`config.mk`:
```
export PLATFORM = sky130hd
export DESIGN_NAME = prs_sequencer
export DESIGN_NICKNAME = d
export VERILOG_FILES = /design/src/logic/prs_pkg.sv /design/src/logic/prs_sequencer.sv
export SDC_FILE = /design/constraint.sdc
export NUM_CORES = 1
export LEC_CHECK = 0
export BUFFER_PORTS_ARGS = -buffer_cell sky130_fd_sc_hd__buf_2
export CAP_MARGIN = 0
export CORE_UTILIZATION = 55
export CTS_CLUSTER_DIAMETER = 40
export DETAILED_ROUTE_END_ITERATION = 10
export HOLD_SLACK_MARGIN = 0.05
export PLACE_DENSITY = 0.78
export REMOVE_ABC_BUFFERS = 1
export SETUP_SLACK_MARGIN = 0.3
export SLEW_MARGIN = 20
export SYNTH_ARGS = -nofsm -noshare
export SYNTH_HDL_FRONTEND = slang
export SYNTH_SLANG_ARGS = --single-unit
```
`constraint.sdc`:
```
create_clock -name clk -period 3.15 [get_ports clk]
set_input_delay 0.63 -clock clk [delete_from_list [all_inputs] [get_ports clk]]
set_output_delay 0.63 -clock clk [all_outputs]
set_load 0.02 [all_outputs]
```
`src/logic/prs_pkg.sv`:
```
// package for the power-on reset sequencer: states, timing counts, carriers
package prs_pkg;
  localparam int unsigned CLK_HZ = 20000000;
  // short and long delay from input pad enable to core reset release, in us
  localparam int unsigned PAD_DLY_SHORT_US = 4;
  localparam int unsigned PAD_DLY_LONG_US = 500;
  localparam int unsigned PAD_DLY_SHORT_CYC = (PAD_DLY_SHORT_US * (CLK_HZ / 1000000) > 0) ?
    PAD_DLY_SHORT_US * (CLK_HZ / 1000000) : 1;
  localparam int unsigned PAD_DLY_LONG_CYC = (PAD_DLY_LONG_US * (CLK_HZ / 1000000) > 0) ?
    PAD_DLY_LONG_US * (CLK_HZ / 1000000) : 1;
  localparam int unsigned CNT_W = 14;
  localparam logic [CNT_W-1:0] CNT_ZERO = 14'h0000;
  localparam logic [CNT_W-1:0] CNT_ONE = 14'h0001;
  // rc oscillator rate select code
  localparam logic RC_RATE_SLOW = 1'h0;
  localparam logic RC_RATE_FAST = 1'h1;

  typedef enum logic [9:0] {
    PRS_OFF = 10'h001,
    PRS_NVM_RST = 10'h002,
    PRS_CFG_LOAD = 10'h004,
    PRS_IN_RST = 10'h008,
    PRS_IN_EN = 10'h010,
    PRS_PAD_DLY = 10'h020,
    PRS_LUT_RST = 10'h040,
    PRS_SEQ_INIT = 10'h080,
    PRS_POR_HIGH = 10'h100,
    PRS_RUN = 10'h200
  } prs_state_t;

  // stage requests issued to the rest of the device
  typedef struct packed {
    logic nvm_reset;
    logic cfg_load;
    logic in_pin_reset;
    logic in_pin_enable;
    logic edge_det_enable;
    logic lut_reset;
    logic lut_enable;
    logic seq_init;
    logic seq_enable;
    logic por_matrix;
    logic out_pin_oe_n;
  } prs_ctrl_t;

  // completion strobes returned by each stage
  typedef struct packed {
    logic nvm_reset_done;
    logic cfg_load_done;
    logic in_pin_reset_done;
    logic lut_reset_done;
    logic seq_init_done;
  } prs_done_t;

  // oscillator enables, one per source and divider stage
  typedef struct packed {
    logic resistor_cap_oscillator_en;
    logic rc_rate;
    logic lf_osc_en;
    logic ring_osc_en;
    logic rc_div1_en;
    logic rc_div2_en;
    logic ring_div1_en;
    logic ring_div2_en;
    logic lf_div1_en;
  } prs_osc_t;

  typedef struct packed {
    prs_state_t state;
    logic [CNT_W-1:0] cnt;
    prs_ctrl_t ctrl;
    prs_osc_t osc;
    logic [1:0] supply_sync;
    logic [1:0] shutdown_sync;
  } prs_reg_t;
endpackage : prs_pkg

```
`src/logic/prs_sequencer.sv`:
```
// power-on reset sequencer with oscillator shutdown gating
// Function
// each oscillator runs while its shutdown request is low, stops while high
// shutdown request overrides every other oscillator enable condition
// rc oscillator has two selectable rates; low-frequency and ring sources exist
// two divider stages after rc and ring, one after low-frequency oscillator
// sequence starts when supply-detect shows rising supply crossed threshold
// all pins high impedance while powered down and throughout the sequence
// first reset the non-volatile memory, then load configuration and routing
// after configuration load, hold input pins in reset, then enable them
// after input pins enabled, reset lookup tables, then release them
// after lookup tables, initialise delays, rc oscillator, flops, latches, pipe
// internal reset output rises only after all other blocks initialised
// output pins leave high impedance last, after internal reset output rose
// before memory reset all block outputs low, output pins high impedance
// block outputs undefined until configuration load done; nothing relies on them
// first init step forces input and lut outputs low; only edge detector active
// every internal block starts from a low output level
// in power-up window blocks powered but held in reset, outputs high impedance
// release in four groups: inputs, luts, sequential cells, reset output; code releases the last two together in PRS_POR_HIGH
// on supply fall all io buffers disabled once reset output drops
// configuration bit picks short or long pad-enable to core release delay
// each stage advances only after the previous stage reports completion
// supply-detect loss at any point returns to initial state
`timescale 1ns/1ps
module prs_sequencer #(
  parameter int unsigned PAD_DLY_SHORT = prs_pkg::PAD_DLY_SHORT_CYC,
  parameter int unsigned PAD_DLY_LONG = prs_pkg::PAD_DLY_LONG_CYC
) (
  input wire logic clk,
  input wire logic srst,
  input wire logic clk_en,
  input wire logic supply_ok,
  input wire logic osc_shutdown_request,
  input wire logic rc_rate_sel,
  input wire logic pad_delay_long,
  input wire prs_pkg::prs_done_t done,
  output prs_pkg::prs_ctrl_t ctrl,
  output prs_pkg::prs_osc_t osc,
  output prs_pkg::prs_state_t state
);
  prs_pkg::prs_reg_t st_reg;
  prs_pkg::prs_reg_t st_next;
  logic supply_s;
  logic shutdown_s;
  logic [prs_pkg::CNT_W-1:0] dly_load;
  logic osc_want;

  assign supply_s = st_reg.supply_sync[1];
  assign shutdown_s = st_reg.shutdown_sync[1];
  // the long delay must fit the counter width
  assign dly_load = pad_delay_long ? prs_pkg::CNT_W'(PAD_DLY_LONG) :
                                     prs_pkg::CNT_W'(PAD_DLY_SHORT);

  function automatic prs_pkg::prs_ctrl_t ctrl_of(input prs_pkg::prs_state_t s);
    prs_pkg::prs_ctrl_t c;
    c = '0;
    c.out_pin_oe_n = 1'b1;
    unique case (s)
      prs_pkg::PRS_OFF: begin
      end
      prs_pkg::PRS_NVM_RST: begin
        c.nvm_reset = 1'b1;
      end
      prs_pkg::PRS_CFG_LOAD: begin
        c.cfg_load = 1'b1;
      end
      prs_pkg::PRS_IN_RST: begin
        c.in_pin_reset = 1'b1;
        c.lut_reset = 1'b1;
        c.edge_det_enable = 1'b1;
      end
      prs_pkg::PRS_IN_EN, prs_pkg::PRS_PAD_DLY: begin
        c.in_pin_enable = 1'b1;
        c.lut_reset = 1'b1;
        c.edge_det_enable = 1'b1;
      end
      prs_pkg::PRS_LUT_RST: begin
        c.in_pin_enable = 1'b1;
        c.edge_det_enable = 1'b1;
        c.lut_reset = 1'b1;
      end
      prs_pkg::PRS_SEQ_INIT: begin
        c.in_pin_enable = 1'b1;
        c.edge_det_enable = 1'b1;
        c.lut_enable = 1'b1;
        c.seq_init = 1'b1;
      end
      prs_pkg::PRS_POR_HIGH: begin
        c.in_pin_enable = 1'b1;
        c.edge_det_enable = 1'b1;
        c.lut_enable = 1'b1;
        c.seq_enable = 1'b1;
        c.por_matrix = 1'b1;
      end
      prs_pkg::PRS_RUN: begin
        c.in_pin_enable = 1'b1;
        c.edge_det_enable = 1'b1;
        c.lut_enable = 1'b1;
        c.seq_enable = 1'b1;
        c.por_matrix = 1'b1;
        c.out_pin_oe_n = 1'b0;
      end
      default: begin
      end
    endcase
    return c;
  endfunction : ctrl_of

  always_comb begin
    st_next = st_reg;
    osc_want = 1'b0;
    if (clk_en) begin
      st_next.supply_sync = {st_reg.supply_sync[0], supply_ok};
      st_next.shutdown_sync = {st_reg.shutdown_sync[0], osc_shutdown_request};
      if (st_reg.cnt != prs_pkg::CNT_ZERO) begin
        st_next.cnt = st_reg.cnt - prs_pkg::CNT_ONE;
      end
      if (!supply_s) begin
        st_next.state = prs_pkg::PRS_OFF;
        st_next.cnt = prs_pkg::CNT_ZERO;
      end else begin
        unique case (st_reg.state)
          prs_pkg::PRS_OFF: begin
            st_next.state = prs_pkg::PRS_NVM_RST;
          end
          prs_pkg::PRS_NVM_RST: begin
            if (done.nvm_reset_done) begin
              st_next.state = prs_pkg::PRS_CFG_LOAD;
            end
          end
          prs_pkg::PRS_CFG_LOAD: begin
            // stage outputs only trusted once this completes
            if (done.cfg_load_done) begin
              st_next.state = prs_pkg::PRS_IN_RST;
            end
          end
          prs_pkg::PRS_IN_RST: begin
            if (done.in_pin_reset_done) begin
              st_next.state = prs_pkg::PRS_IN_EN;
            end
          end
          prs_pkg::PRS_IN_EN: begin
            st_next.state = prs_pkg::PRS_PAD_DLY;
            st_next.cnt = dly_load;
          end
          prs_pkg::PRS_PAD_DLY: begin
            if (st_reg.cnt == prs_pkg::CNT_ONE || st_reg.cnt == prs_pkg::CNT_ZERO) begin
              st_next.state = prs_pkg::PRS_LUT_RST;
            end
          end
          prs_pkg::PRS_LUT_RST: begin
            if (done.lut_reset_done) begin
              st_next.state = prs_pkg::PRS_SEQ_INIT;
            end
          end
          prs_pkg::PRS_SEQ_INIT: begin
            if (done.seq_init_done) begin
              st_next.state = prs_pkg::PRS_POR_HIGH;
            end
          end
          prs_pkg::PRS_POR_HIGH: begin
            st_next.state = prs_pkg::PRS_RUN;
          end
          prs_pkg::PRS_RUN: begin
          end
          default: begin
            st_next.state = prs_pkg::PRS_OFF;
          end
        endcase
      end
      st_next.ctrl = ctrl_of(st_next.state);
      // every source runs in all powered states; staging them would save little
      osc_want = supply_s && (st_next.state != prs_pkg::PRS_OFF);
      osc_want = osc_want && !shutdown_s;
      st_next.osc.resistor_cap_oscillator_en = osc_want;
      st_next.osc.lf_osc_en = osc_want;
      st_next.osc.ring_osc_en = osc_want;
      // rate held low while off so the idle outputs stay all low
      if (rc_rate_sel && st_next.state != prs_pkg::PRS_OFF) begin
        st_next.osc.rc_rate = prs_pkg::RC_RATE_FAST;
      end else begin
        st_next.osc.rc_rate = prs_pkg::RC_RATE_SLOW;
      end
      st_next.osc.rc_div1_en = osc_want;
      st_next.osc.rc_div2_en = osc_want;
      st_next.osc.ring_div1_en = osc_want;
      st_next.osc.ring_div2_en = osc_want;
      st_next.osc.lf_div1_en = osc_want;
    end
  end

  always_ff @(posedge clk) begin
    if (srst) begin
      st_reg.state <= prs_pkg::PRS_OFF;
      st_reg.cnt <= prs_pkg::CNT_ZERO;
      st_reg.ctrl <= '0;
      st_reg.ctrl.out_pin_oe_n <= 1'b1;
      st_reg.osc <= '0;
      st_reg.supply_sync <= 2'h0;
      st_reg.shutdown_sync <= 2'h3;
    end else begin
      st_reg <= st_next;
    end
  end

  assign ctrl = st_reg.ctrl;
  assign osc = st_reg.osc;
  assign state = st_reg.state;

  property p_pins_hiz;
    @(posedge clk) disable iff (srst)
      (st_reg.state != prs_pkg::PRS_RUN) |-> st_reg.ctrl.out_pin_oe_n;
  endproperty
  a_pins_hiz: assert property (p_pins_hiz) else $error("pins driven before run");

  property p_shutdown_wins;
    @(posedge clk) disable iff (srst)
      (clk_en && shutdown_s) |=> !st_reg.osc.resistor_cap_oscillator_en && !st_reg.osc.ring_osc_en;
  endproperty
  a_shutdown_wins: assert property (p_shutdown_wins) else $error("osc on in shutdown");

  property p_osc_runs;
    @(posedge clk) disable iff (srst)
      (clk_en && !shutdown_s && supply_s && st_reg.state == prs_pkg::PRS_RUN)
        |=> st_reg.osc.lf_osc_en;
  endproperty
  a_osc_runs: assert property (p_osc_runs) else $error("osc off without shutdown");

  property p_cfg_after_nvm;
    @(posedge clk) disable iff (srst)
      $rose(st_reg.ctrl.cfg_load) |-> $past(st_reg.ctrl.nvm_reset);
  endproperty
  a_cfg_after_nvm: assert property (p_cfg_after_nvm) else $error("cfg load not after nvm");

  property p_oe_after_por;
    @(posedge clk) disable iff (srst)
      $fell(st_reg.ctrl.out_pin_oe_n) |-> $past(st_reg.ctrl.por_matrix);
  endproperty
  a_oe_after_por: assert property (p_oe_after_por) else $error("pins before por");

  property p_por_after_seq;
    @(posedge clk) disable iff (srst)
      $rose(st_reg.ctrl.por_matrix) |-> $past(st_reg.ctrl.seq_init);
  endproperty
  a_por_after_seq: assert property (p_por_after_seq) else $error("por rose early");

  property p_supply_loss;
    @(posedge clk) disable iff (srst)
      (clk_en && !supply_s) |=> st_reg.state == prs_pkg::PRS_OFF && st_reg.ctrl.out_pin_oe_n
        && !st_reg.ctrl.por_matrix;
  endproperty
  a_supply_loss: assert property (p_supply_loss) else $error("no return on supply loss");

  property p_stage_wait;
    @(posedge clk) disable iff (srst)
      (clk_en && supply_s && st_reg.state == prs_pkg::PRS_LUT_RST && !done.lut_reset_done)
        |=> st_reg.state == prs_pkg::PRS_LUT_RST;
  endproperty
  a_stage_wait: assert property (p_stage_wait) else $error("stage advanced early");

  property p_lut_after_in;
    @(posedge clk) disable iff (srst)
      $rose(st_reg.ctrl.lut_enable) |-> st_reg.ctrl.in_pin_enable && !st_reg.ctrl.seq_enable;
  endproperty
  a_lut_after_in: assert property (p_lut_after_in) else $error("release order broken");

  property p_pad_delay;
    @(posedge clk) disable iff (srst)
      (clk_en && st_reg.state == prs_pkg::PRS_IN_EN && supply_s && !pad_delay_long)
        |=> st_reg.cnt == prs_pkg::CNT_W'(PAD_DLY_SHORT);
  endproperty
  a_pad_delay: assert property (p_pad_delay) else $error("short pad delay wrong");

  property p_off_quiet;
    @(posedge clk) disable iff (srst)
      (st_reg.state == prs_pkg::PRS_OFF)
        |-> st_reg.osc == '0 && $countones(st_reg.ctrl) == 1 && st_reg.ctrl.out_pin_oe_n;
  endproperty
  a_off_quiet: assert property (p_off_quiet) else $error("outputs not idle while off");

  property p_enter_nvm;
    @(posedge clk) disable iff (srst)
      (clk_en && supply_s && st_reg.state == prs_pkg::PRS_OFF)
        |=> st_reg.state == prs_pkg::PRS_NVM_RST && st_reg.ctrl.nvm_reset;
  endproperty
  a_enter_nvm: assert property (p_enter_nvm) else $error("memory reset not first");

  property p_lut_order;
    @(posedge clk) disable iff (srst)
      $rose(st_reg.ctrl.lut_enable)
        |-> $past(st_reg.ctrl.lut_reset) && !st_reg.ctrl.lut_reset;
  endproperty
  a_lut_order: assert property (p_lut_order) else $error("luts released before reset");

  property p_first_init;
    @(posedge clk) disable iff (srst)
      (st_reg.state == prs_pkg::PRS_IN_RST)
        |-> st_reg.ctrl.in_pin_reset && st_reg.ctrl.lut_reset && st_reg.ctrl.edge_det_enable
        && !st_reg.ctrl.in_pin_enable && !st_reg.ctrl.lut_enable;
  endproperty
  a_first_init: assert property (p_first_init) else $error("first init step wrong");

  property p_load_quiet;
    @(posedge clk) disable iff (srst)
      (st_reg.state == prs_pkg::PRS_NVM_RST || st_reg.state == prs_pkg::PRS_CFG_LOAD)
        |-> st_reg.ctrl.out_pin_oe_n && !st_reg.ctrl.in_pin_enable && !st_reg.ctrl.lut_enable
        && !st_reg.ctrl.seq_enable && !st_reg.ctrl.por_matrix;
  endproperty
  a_load_quiet: assert property (p_load_quiet) else $error("stage live during load");

  property p_fall_io;
    @(posedge clk) disable iff (srst)
      $fell(st_reg.ctrl.por_matrix)
        |-> !st_reg.ctrl.in_pin_enable && st_reg.ctrl.out_pin_oe_n;
  endproperty
  a_fall_io: assert property (p_fall_io) else $error("io left on after reset fell");

  property p_long_delay;
    @(posedge clk) disable iff (srst)
      (clk_en && st_reg.state == prs_pkg::PRS_IN_EN && supply_s && pad_delay_long)
        |=> st_reg.cnt == prs_pkg::CNT_W'(PAD_DLY_LONG);
  endproperty
  a_long_delay: assert property (p_long_delay) else $error("long pad delay wrong");

  property p_nvm_wait;
    @(posedge clk) disable iff (srst)
      (clk_en && supply_s && st_reg.state == prs_pkg::PRS_NVM_RST && !done.nvm_reset_done)
        |=> st_reg.state == prs_pkg::PRS_NVM_RST;
  endproperty
  a_nvm_wait: assert property (p_nvm_wait) else $error("memory stage advanced early");

  property p_rate_follow;
    @(posedge clk) disable iff (srst)
      (clk_en && supply_s && st_reg.state != prs_pkg::PRS_OFF)
        |=> st_reg.osc.rc_rate == $past(rc_rate_sel);
  endproperty
  a_rate_follow: assert property (p_rate_follow) else $error("rc rate not selected");

  property p_shutdown_all;
    @(posedge clk) disable iff (srst)
      (clk_en && shutdown_s) |=> !st_reg.osc.lf_osc_en && !st_reg.osc.rc_div1_en
        && !st_reg.osc.rc_div2_en && !st_reg.osc.ring_div1_en && !st_reg.osc.ring_div2_en
        && !st_reg.osc.lf_div1_en;
  endproperty
  a_shutdown_all: assert property (p_shutdown_all) else $error("clock on in shutdown");
endmodule : prs_sequencer

```
* Yosys cells after proc, flatten, opt, wreduce, memory -nomap -nowiden
Cells that the tools add are included.
Operators by class: $add $sub $neg 1, multipliers 0, div/mod/pow operators 0, magnitude comparators 0, eq/ne operators 22, shifts and indexed selects 0, muxes and demuxes 23, bitwise operators 0, reductions and logical operators 13
Operators by type and width (number):
- $pmux W10 S10 | 1
- $mux W10 | 6
- $mux W24 | 2
- $mux W14 | 3
- $eq A10 B10 Y1 const B | 2
- $eq A10 B2 Y1 const B | 2
- $eq A10 B3 Y1 const B | 2
- $eq A10 B4 Y1 const B | 2
- $eq A10 B5 Y1 const B | 2
- $eq A10 B6 Y1 const B | 2
- $eq A10 B7 Y1 const B | 2
- $eq A10 B8 Y1 const B | 2
- $eq A10 B9 Y1 const B | 2
- $eq A14 B1 Y1 const B | 1
- $logic_not A14 Y1 | 1
- $reduce_bool A14 Y1 | 1
- $sub A14 B1 Y14 const B | 1
- $eq A10 B1 Y1 const B | 1
- $mux W1 | 10
- $ne A10 B1 Y1 const B | 1
- $reduce_or A7 Y1 | 1
- $reduce_or A6 Y1 | 1
- $ne A4 B2 Y1 const B | 1
- $reduce_or A4 Y1 | 1
- other kinds (7) | 9
Word-level totals: register bits after elaboration 41, latch bits 0, bits in writable memories 0, memory bits (read-only) 0, bits of input ports 12, output and inout port bits 30, word-level logic and storage cells 76, memories 0

* Depth between registers and ports, before layout
Gate-level depths: netlist (run 1).
word-level depth 9, depth in mapped cells 8

* Least setup slack after synthesis (run 1)
Ideal clock, no wire load.
path type register to register, start reg, netlist name state[5], end reg st_reg[35] in the netlist's numbering, library setup time 0.070 ns, arrival time 2.072 ns, required time 3.080 ns, slack 1.007 ns, stages on the path, launching flop included 7, path buffers 1, clock period less this slack 2.143 ns, cells stage by stage dfxtp_1 > buf_6 > or4b_4 > o31ai_4 > o21ai_4 > or4_1 > a21oi_1
On the way: word-level cells in the longest chain between the ends 4, elaborated cells between the ends (all ways) 6
RTL lines:
- $eq A10 B5 Y1 (*) | line prs_sequencer.sv:123 | unique case (st_reg.state)
- $mux W14 | line prs_sequencer.sv:123
- $mux W24 | line prs_sequencer.sv:119 | if (!supply_s) begin
- $mux W24 | line prs_sequencer.sv:113 | if (clk_en) begin
- end signal: assignment | line prs_sequencer.sv:203 | st_reg <= st_next;
- end: declaration | line prs_sequencer.sv:42 | prs_pkg::prs_reg_t st_reg;
Every way passes the cells marked *; elsewhere a longest branch is shown, timed or not. The select of a mux whose other input is x is not followed. A chain may end at the register's enable or synchronous reset.

* Worst setup path after layout (run 1)
start reg, netlist name state[1], end reg st_reg[30] in the netlist's numbering
On the way: word-level cells in the longest chain between the ends 4, elaborated cells between the ends (all ways) 6
RTL lines (line):
- $eq A10 B5 Y1 (*) | prs_sequencer.sv:123
- $mux W14 | prs_sequencer.sv:123
- $mux W24 | prs_sequencer.sv:119
- $mux W24 | prs_sequencer.sv:113
Marks and branches as above.

==> run metrics, run 1 <==
status finished, final reports clean; dpl ws just under 0.8 ns; Syn Inst Count between 300 and 400; post-route setup slack slightly below 0.7 ns; Residual DRC 0; cts bufs inserted 5; CP Class flip-flop to flip-flop; ANT nets after route 0; combinational family with the most area after synthesis simple AND/OR/NAND/NOR gates; Peak VDD IR roughly 280 µV; Placement Cell Area roughly 2500 µm²; Post-synth EDFFs 0; Slew @ Worst Pin between 0.8 and 0.9 ns; final WL ~6.3 mm; adder-cell share of the synthesized area roughly 1.5%; Tmin final 2.47 ns; largest net degree at the start of global routing 29; Tcrit/Tclk final 78.5%; die area between 4000 and 5000 µm²; simple-gate area share of the yosys netlist about a quarter; layout cells sized above 1 between 10% and 20%; area of the multi-input gates 1390 µm²; Synth area leaders dfxtp_1, buf_4, a21oi_1; Slew headroom 43.1%; Synth Area in Compound Gates a little under a quarter; syn_area_per_cell 8.01 µm²; Via density ~6.5; dpl hpwl approximately 4.4 mm; total track usage between 20% and 30%; ys flop type dfxtp_1; Pwr per Cell Area a little over 400 nW/µm²; MaxCap Viol Count 0; crit start category flip-flop; Setup crit end kind flip-flop; Max Clock Freq slightly above 400 MHz; # rows 24; Die Ht about 70 µm; # nets final 333; buffers added on ports 41; clk root buf clkbuf_8; Synth area leader dfxtp_1; CTS Hold Bufs 0; Design Power ~1.1 mW; most frequent cells in the layout buf_2, dfxtp_1, nor2_1, nand2_1, a21oi_1; total grt overflow 0; Min-Delay Path Class flip-flop to flip-flop; WP data arrival between 2 and 3 ns; initial antenna violation count 0; Reg area around 800 µm²; post-route cell area 2610 µm²; detailed-route via count between 2000 and 2500; Final Hold Fails 0; commonest non-fill, non-tap cell in the layout buf_2; Synth Area in XOR/XNOR 3.09%; sequential area share after synthesis roughly a third; Fill cells 415; critical path peak fanout 13; vias in the first global route 2119; hold slack around 0.47 ns; number of flip-flops under the largest register name 17; Clock Sinks 40; Resized cells post-CTS 0; area grow syn2layout 2.41%; CTS tree yes; multiplexer share of the synthesized area under 10%; Distinct cells, synth 55; WL per Instance about 17 µm; Skew-Pair Late Insertion Delay around 0.30 ns; gpl congestion ~0.94; n_diodes 0; Core ar. 4410 µm²; setup tns final 0 ns; Clk pin slew, worst setup/hold paths ~0.08 ns; Pleak 1.02 nW; Die W 70.1 µm; Pins Over Slew Limit 0; skew final between 0.007 and 0.008 ns; Post-Synthesis Cell Area approximately 2500 µm²; Seq cells post-synth 40; drt first pass iters 5; DRT iter0 DRCs roughly 200; Initial Utilization 57.7%; RSZ-0062 raised after global routing false; CP required ~3.4 ns; Max clock buf depth 2; synth warn 0; Synth top area share a little under a third; io pins between 40 and 50; H-tree Lvls 2; ys async rst share 0%; global-route wire length before repair a little over 10 mm; final setup violation count 0; Post-CTS Setup Bufs 0
[layout make-up]
type / count / area share [%]
Sequential cell: 40 / 30.7
Tap cell: 52 / 2.49
Multi-Input combinational cell: 216 / 53.2
Clock buffer: 5 / 2.64
Inverter: 10 / 1.44
Timing Repair Buffer: 45 / 9.02
Clock inverter: 2 / 0.480
[cells by family after synthesis]
logic type	after synthesis
AOI/OAI and AO/OA	84
xor gates and xnor gates	9
adders and majority gates	3
buffers and inverters	62
DFF	40
muxes	3
and+or+nand+nor	117
[cells in the mapped netlist (2+ instances only)]
library cell,instances
or3_1,2
clkbuf_1,16
o211ai_1,10
or4_1,5
nor2b_1,3
a22o_1,4
dfxtp_1,40
xor2_1,8
o22ai_1,2
nor4_2,2
nand2_1,28
o32ai_1,3
o221ai_1,3
o311ai_0,2
o2111ai_1,3
nand4_1,7
a31oi_1,3
nor2_1,28
a211oi_1,5
nor4_1,5
and4_1,2
nor4b_1,4
nor3b_1,3
buf_2,3
nor3_1,9
mux2i_1,3
or2_2,3
o21ai_0,12
a21oi_1,21
inv_1,10
ha_1,3
nand3b_1,6
o31ai_1,5
buf_4,30
nand3_1,5
[report_power, final]
| part | internal, mW | switching, mW |
|---|---|---|
| clock | 0.150 | 0.186 |
| sequential | 0.521 | 0.0176 |
| combinational | 0.0713 | 0.127 |
| total | 0.742 | 0.331 |
[critical path, cell delays in order, from the launching register on]
cell and delay [ns]:
dfxtp_1 0.45, nor4_2 0.76, nand3_1 0.35, a31oi_1 0.50, o2111ai_1 0.18, a21oi_1 0.17
[through the flow]
stage / utilization, % / instances
3_3_place_gp: 57.3 / 363
4_1_cts: 59.1 / 370
6_report: 59.1 / 370
2_1_floorplan: - / 266
3_5_place_dp: 57.3 / 363
5_1_grt: 59.1 / 370
[final timing paths]
| path | start | endpoint | slack [ns] | cells after the start |
|---|---|---|---|---|
| max | state[1] | st_reg[30] | 0.68 | 5 |
| min | osc[7] | osc[7] | 0.47 | 2 |
| max reg2reg | state[1] | st_reg[30] | 0.68 | 5 |
| min reg2reg | osc[7] | osc[7] | 0.47 | 2 |
[layer usage]
metal / global-route usage, % / share of wire [%]
met5: 0 / 0
met4: 7.33 / 1.3
met3: 5.05 / 8.0
met2: 40.9 / 45
met1: 36.3 / 45
No activity file was read; power rests on OpenSTA's default activity.
==> run 2, diff against run 1 <==
--- a/config.mk
+++ b/config.mk
@@ -7,11 +7,11 @@
 export LEC_CHECK = 0
 export BUFFER_PORTS_ARGS = -buffer_cell sky130_fd_sc_hd__buf_2
 export CAP_MARGIN = 0
-export CORE_UTILIZATION = 55
+export CORE_UTILIZATION = 51
 export CTS_CLUSTER_DIAMETER = 40
 export DETAILED_ROUTE_END_ITERATION = 10
 export HOLD_SLACK_MARGIN = 0.05
-export PLACE_DENSITY = 0.78
+export PLACE_DENSITY = 0.76
 export REMOVE_ABC_BUFFERS = 1
 export SETUP_SLACK_MARGIN = 0.3
 export SLEW_MARGIN = 20
==> constraint.sdc (replaced) <==
create_clock -name clk -period 2 [get_ports clk]
set_input_delay 0.4 -clock clk [delete_from_list [all_inputs] [get_ports clk]]
set_output_delay 0.4 -clock clk [all_outputs]
set_load 0.02 [all_outputs]
==> run 2 against run 1 <==
Against the previous run:
- first-iteration DRC count grew 130%
- largest cell class unchanged
- register-to-register slack got worse by 0.73 ns
- routed wire length grew 59%
- the run now ends with setup timing left
- sequential share of layout area decreased by 9.0 points
==> run metrics, run 2 (same netlist as run 1, synthesis figures left out) <==
status finished, violations left; failing checks setup timing; skew final 0.00771 ns (+0.000252 ns); Tcrit/Tclk final 102% (+24 points); final setup violation count 3 (+3); critical path peak fanout 3 (-10); dpl hpwl 4.78 mm (+9.7%); vias in the first global route 2656 (+25%); Max Clock Freq 488 MHz (+21%); CTS tree yes; Pins Over Slew Limit 0 (unchanged); Slew @ Worst Pin 0.699 ns (-0.147 ns); area grow syn2layout 47.5%; global-route wire length before repair 13.4 mm (+32%); Via density 6.64 (+1.8%); Placed Cells 419 (+15%); Pwr per Cell Area 524 nW/µm² (+27%); Design Power 1.97 mW (+83%); # rows 25 (+4.2%); WL per Instance 21.9 µm (+28%); n_diodes 0 (unchanged); RSZ-0062 raised after global routing true; Tmin final 2.05 ns (-0.425 ns); Top Metal Used met4; Residual DRC 0 (unchanged); initial antenna violation count 0 (unchanged); clk root buf clkbuf_8; H-tree Lvls 2 (unchanged); met3 wire len 993 µm (+97%); final core occ 79.1% (+20 points); Peak VDD IR 545 µV (+95%); total grt overflow 0 (unchanged); Min-Delay Path Class input port to flip-flop; number of flip-flops under the largest register name 17 (unchanged); RR Startpoint st_reg[24]; DRT iter0 DRCs 460 (+130%); commonest non-fill, non-tap cell in the layout buf_4; Max clock buf depth 2 (unchanged); Core ar. 4750 µm² (+7.7%); M1 WL 3.83 mm (+34%); DR WL met2 4.64 mm (+62%); Clock Sinks 40 (unchanged); Slew headroom 53.3% (+10 points); CP Class flip-flop to flip-flop; dpl ws -0.0156 ns (-0.789 ns); crit start category flip-flop; detailed-route via count 3039 (+26%); drt first pass iters 5 (unchanged); setup tns final -0.0763 ns (-0.0763 ns); die area 5280 µm² (+7.6%); buffers added on ports 41 (unchanged); Clk pin slew, worst setup/hold paths 0.09 ns (about the same); Pleak 1.51 nW (+49%); CP required 2.23 ns (-1.15 ns); Setup crit end kind flip-flop; # nets final 405 (+22%); hold slack 0.322 ns (-0.146 ns); ANT nets after route 0 (unchanged); largest net degree at the start of global routing 29 (unchanged); Worst Setup SP st_reg[24]; io pins 42 (unchanged); most frequent cells in the layout buf_4, buf_2, dfxtp_1; Die W 72.7 µm (+3.7%); MaxCap Viol Count 0 (unchanged); Skew-Pair Late Insertion Delay 0.31 ns (about the same); Placement Cell Area 2850 µm² (+13%); Final Hold Fails 0 (unchanged); cts bufs inserted 5 (unchanged); min-delay src osc_shutdown_request; total track usage 33.7% (+7.7 points); Die Ht 72.7 µm (+3.7%); post-route setup slack -0.0480 ns (-0.725 ns); final WL 10.0 mm (+59%); layout cells sized above 1 54.5% (+35 points); Initial Utilization 53.6% (-4.1 points); Finished Layout Cells 458 (+24%); post-route cell area 3760 µm² (+44%); WP data arrival 2.28 ns (-0.42 ns); gpl congestion 0.888 (-5.8%)
## run 2: worst max-delay path, cell delays in order, from the launching register on
cell and delay, ns:
dfxtp_2 0.35, inv_2 0.08, ha_4 0.13, or3b_4 0.40, buf_6 0.13, nand3b_1 0.22
buf_4 0.18, o41a_1 0.32, o2bb2ai_1 0.16
## run 2: worst paths after layout
path	to	slack (ns)	cells past startpoint
setup reg to reg	st_reg[34]	-0.05	8
hold / removal	st_reg[0]	0.32	3
setup / recovery	st_reg[34]	-0.05	8
hold reg to reg	ctrl[9]	0.47	2
## run 2: cell type report
class	count	area, µm²
clock buffers	5	68.8
clock inverters	3	23.8
fillers	266	996
inverters	10	37.5
multi-input cells	216	1860
flip-flops and latches	40	817
well taps	67	83.8
repair buffers	117	867
## run 2: where the power goes
part	internal (mW)	total (mW)	switching, mW	leakage (nW)
sequential	0.820	0.845	0.0248	0.330
combinational	0.253	0.558	0.305	1.14
clock	0.247	0.566	0.319	0.0404
## run 2: what timing repair did
action,in CTS,in global routing
setup buffers,22,9
endpoints found under the setup margin,33,36
gates resized for setup,78,53
hold buffers,0,0
pin swaps,42,22
## run 2: layer usage
layer	global-route usage, %	up-vias
met5	0	-
met4	18.1	0
met3	8.15	73
met2	54.1	262
met1	41.8	1419
li1	-	1285
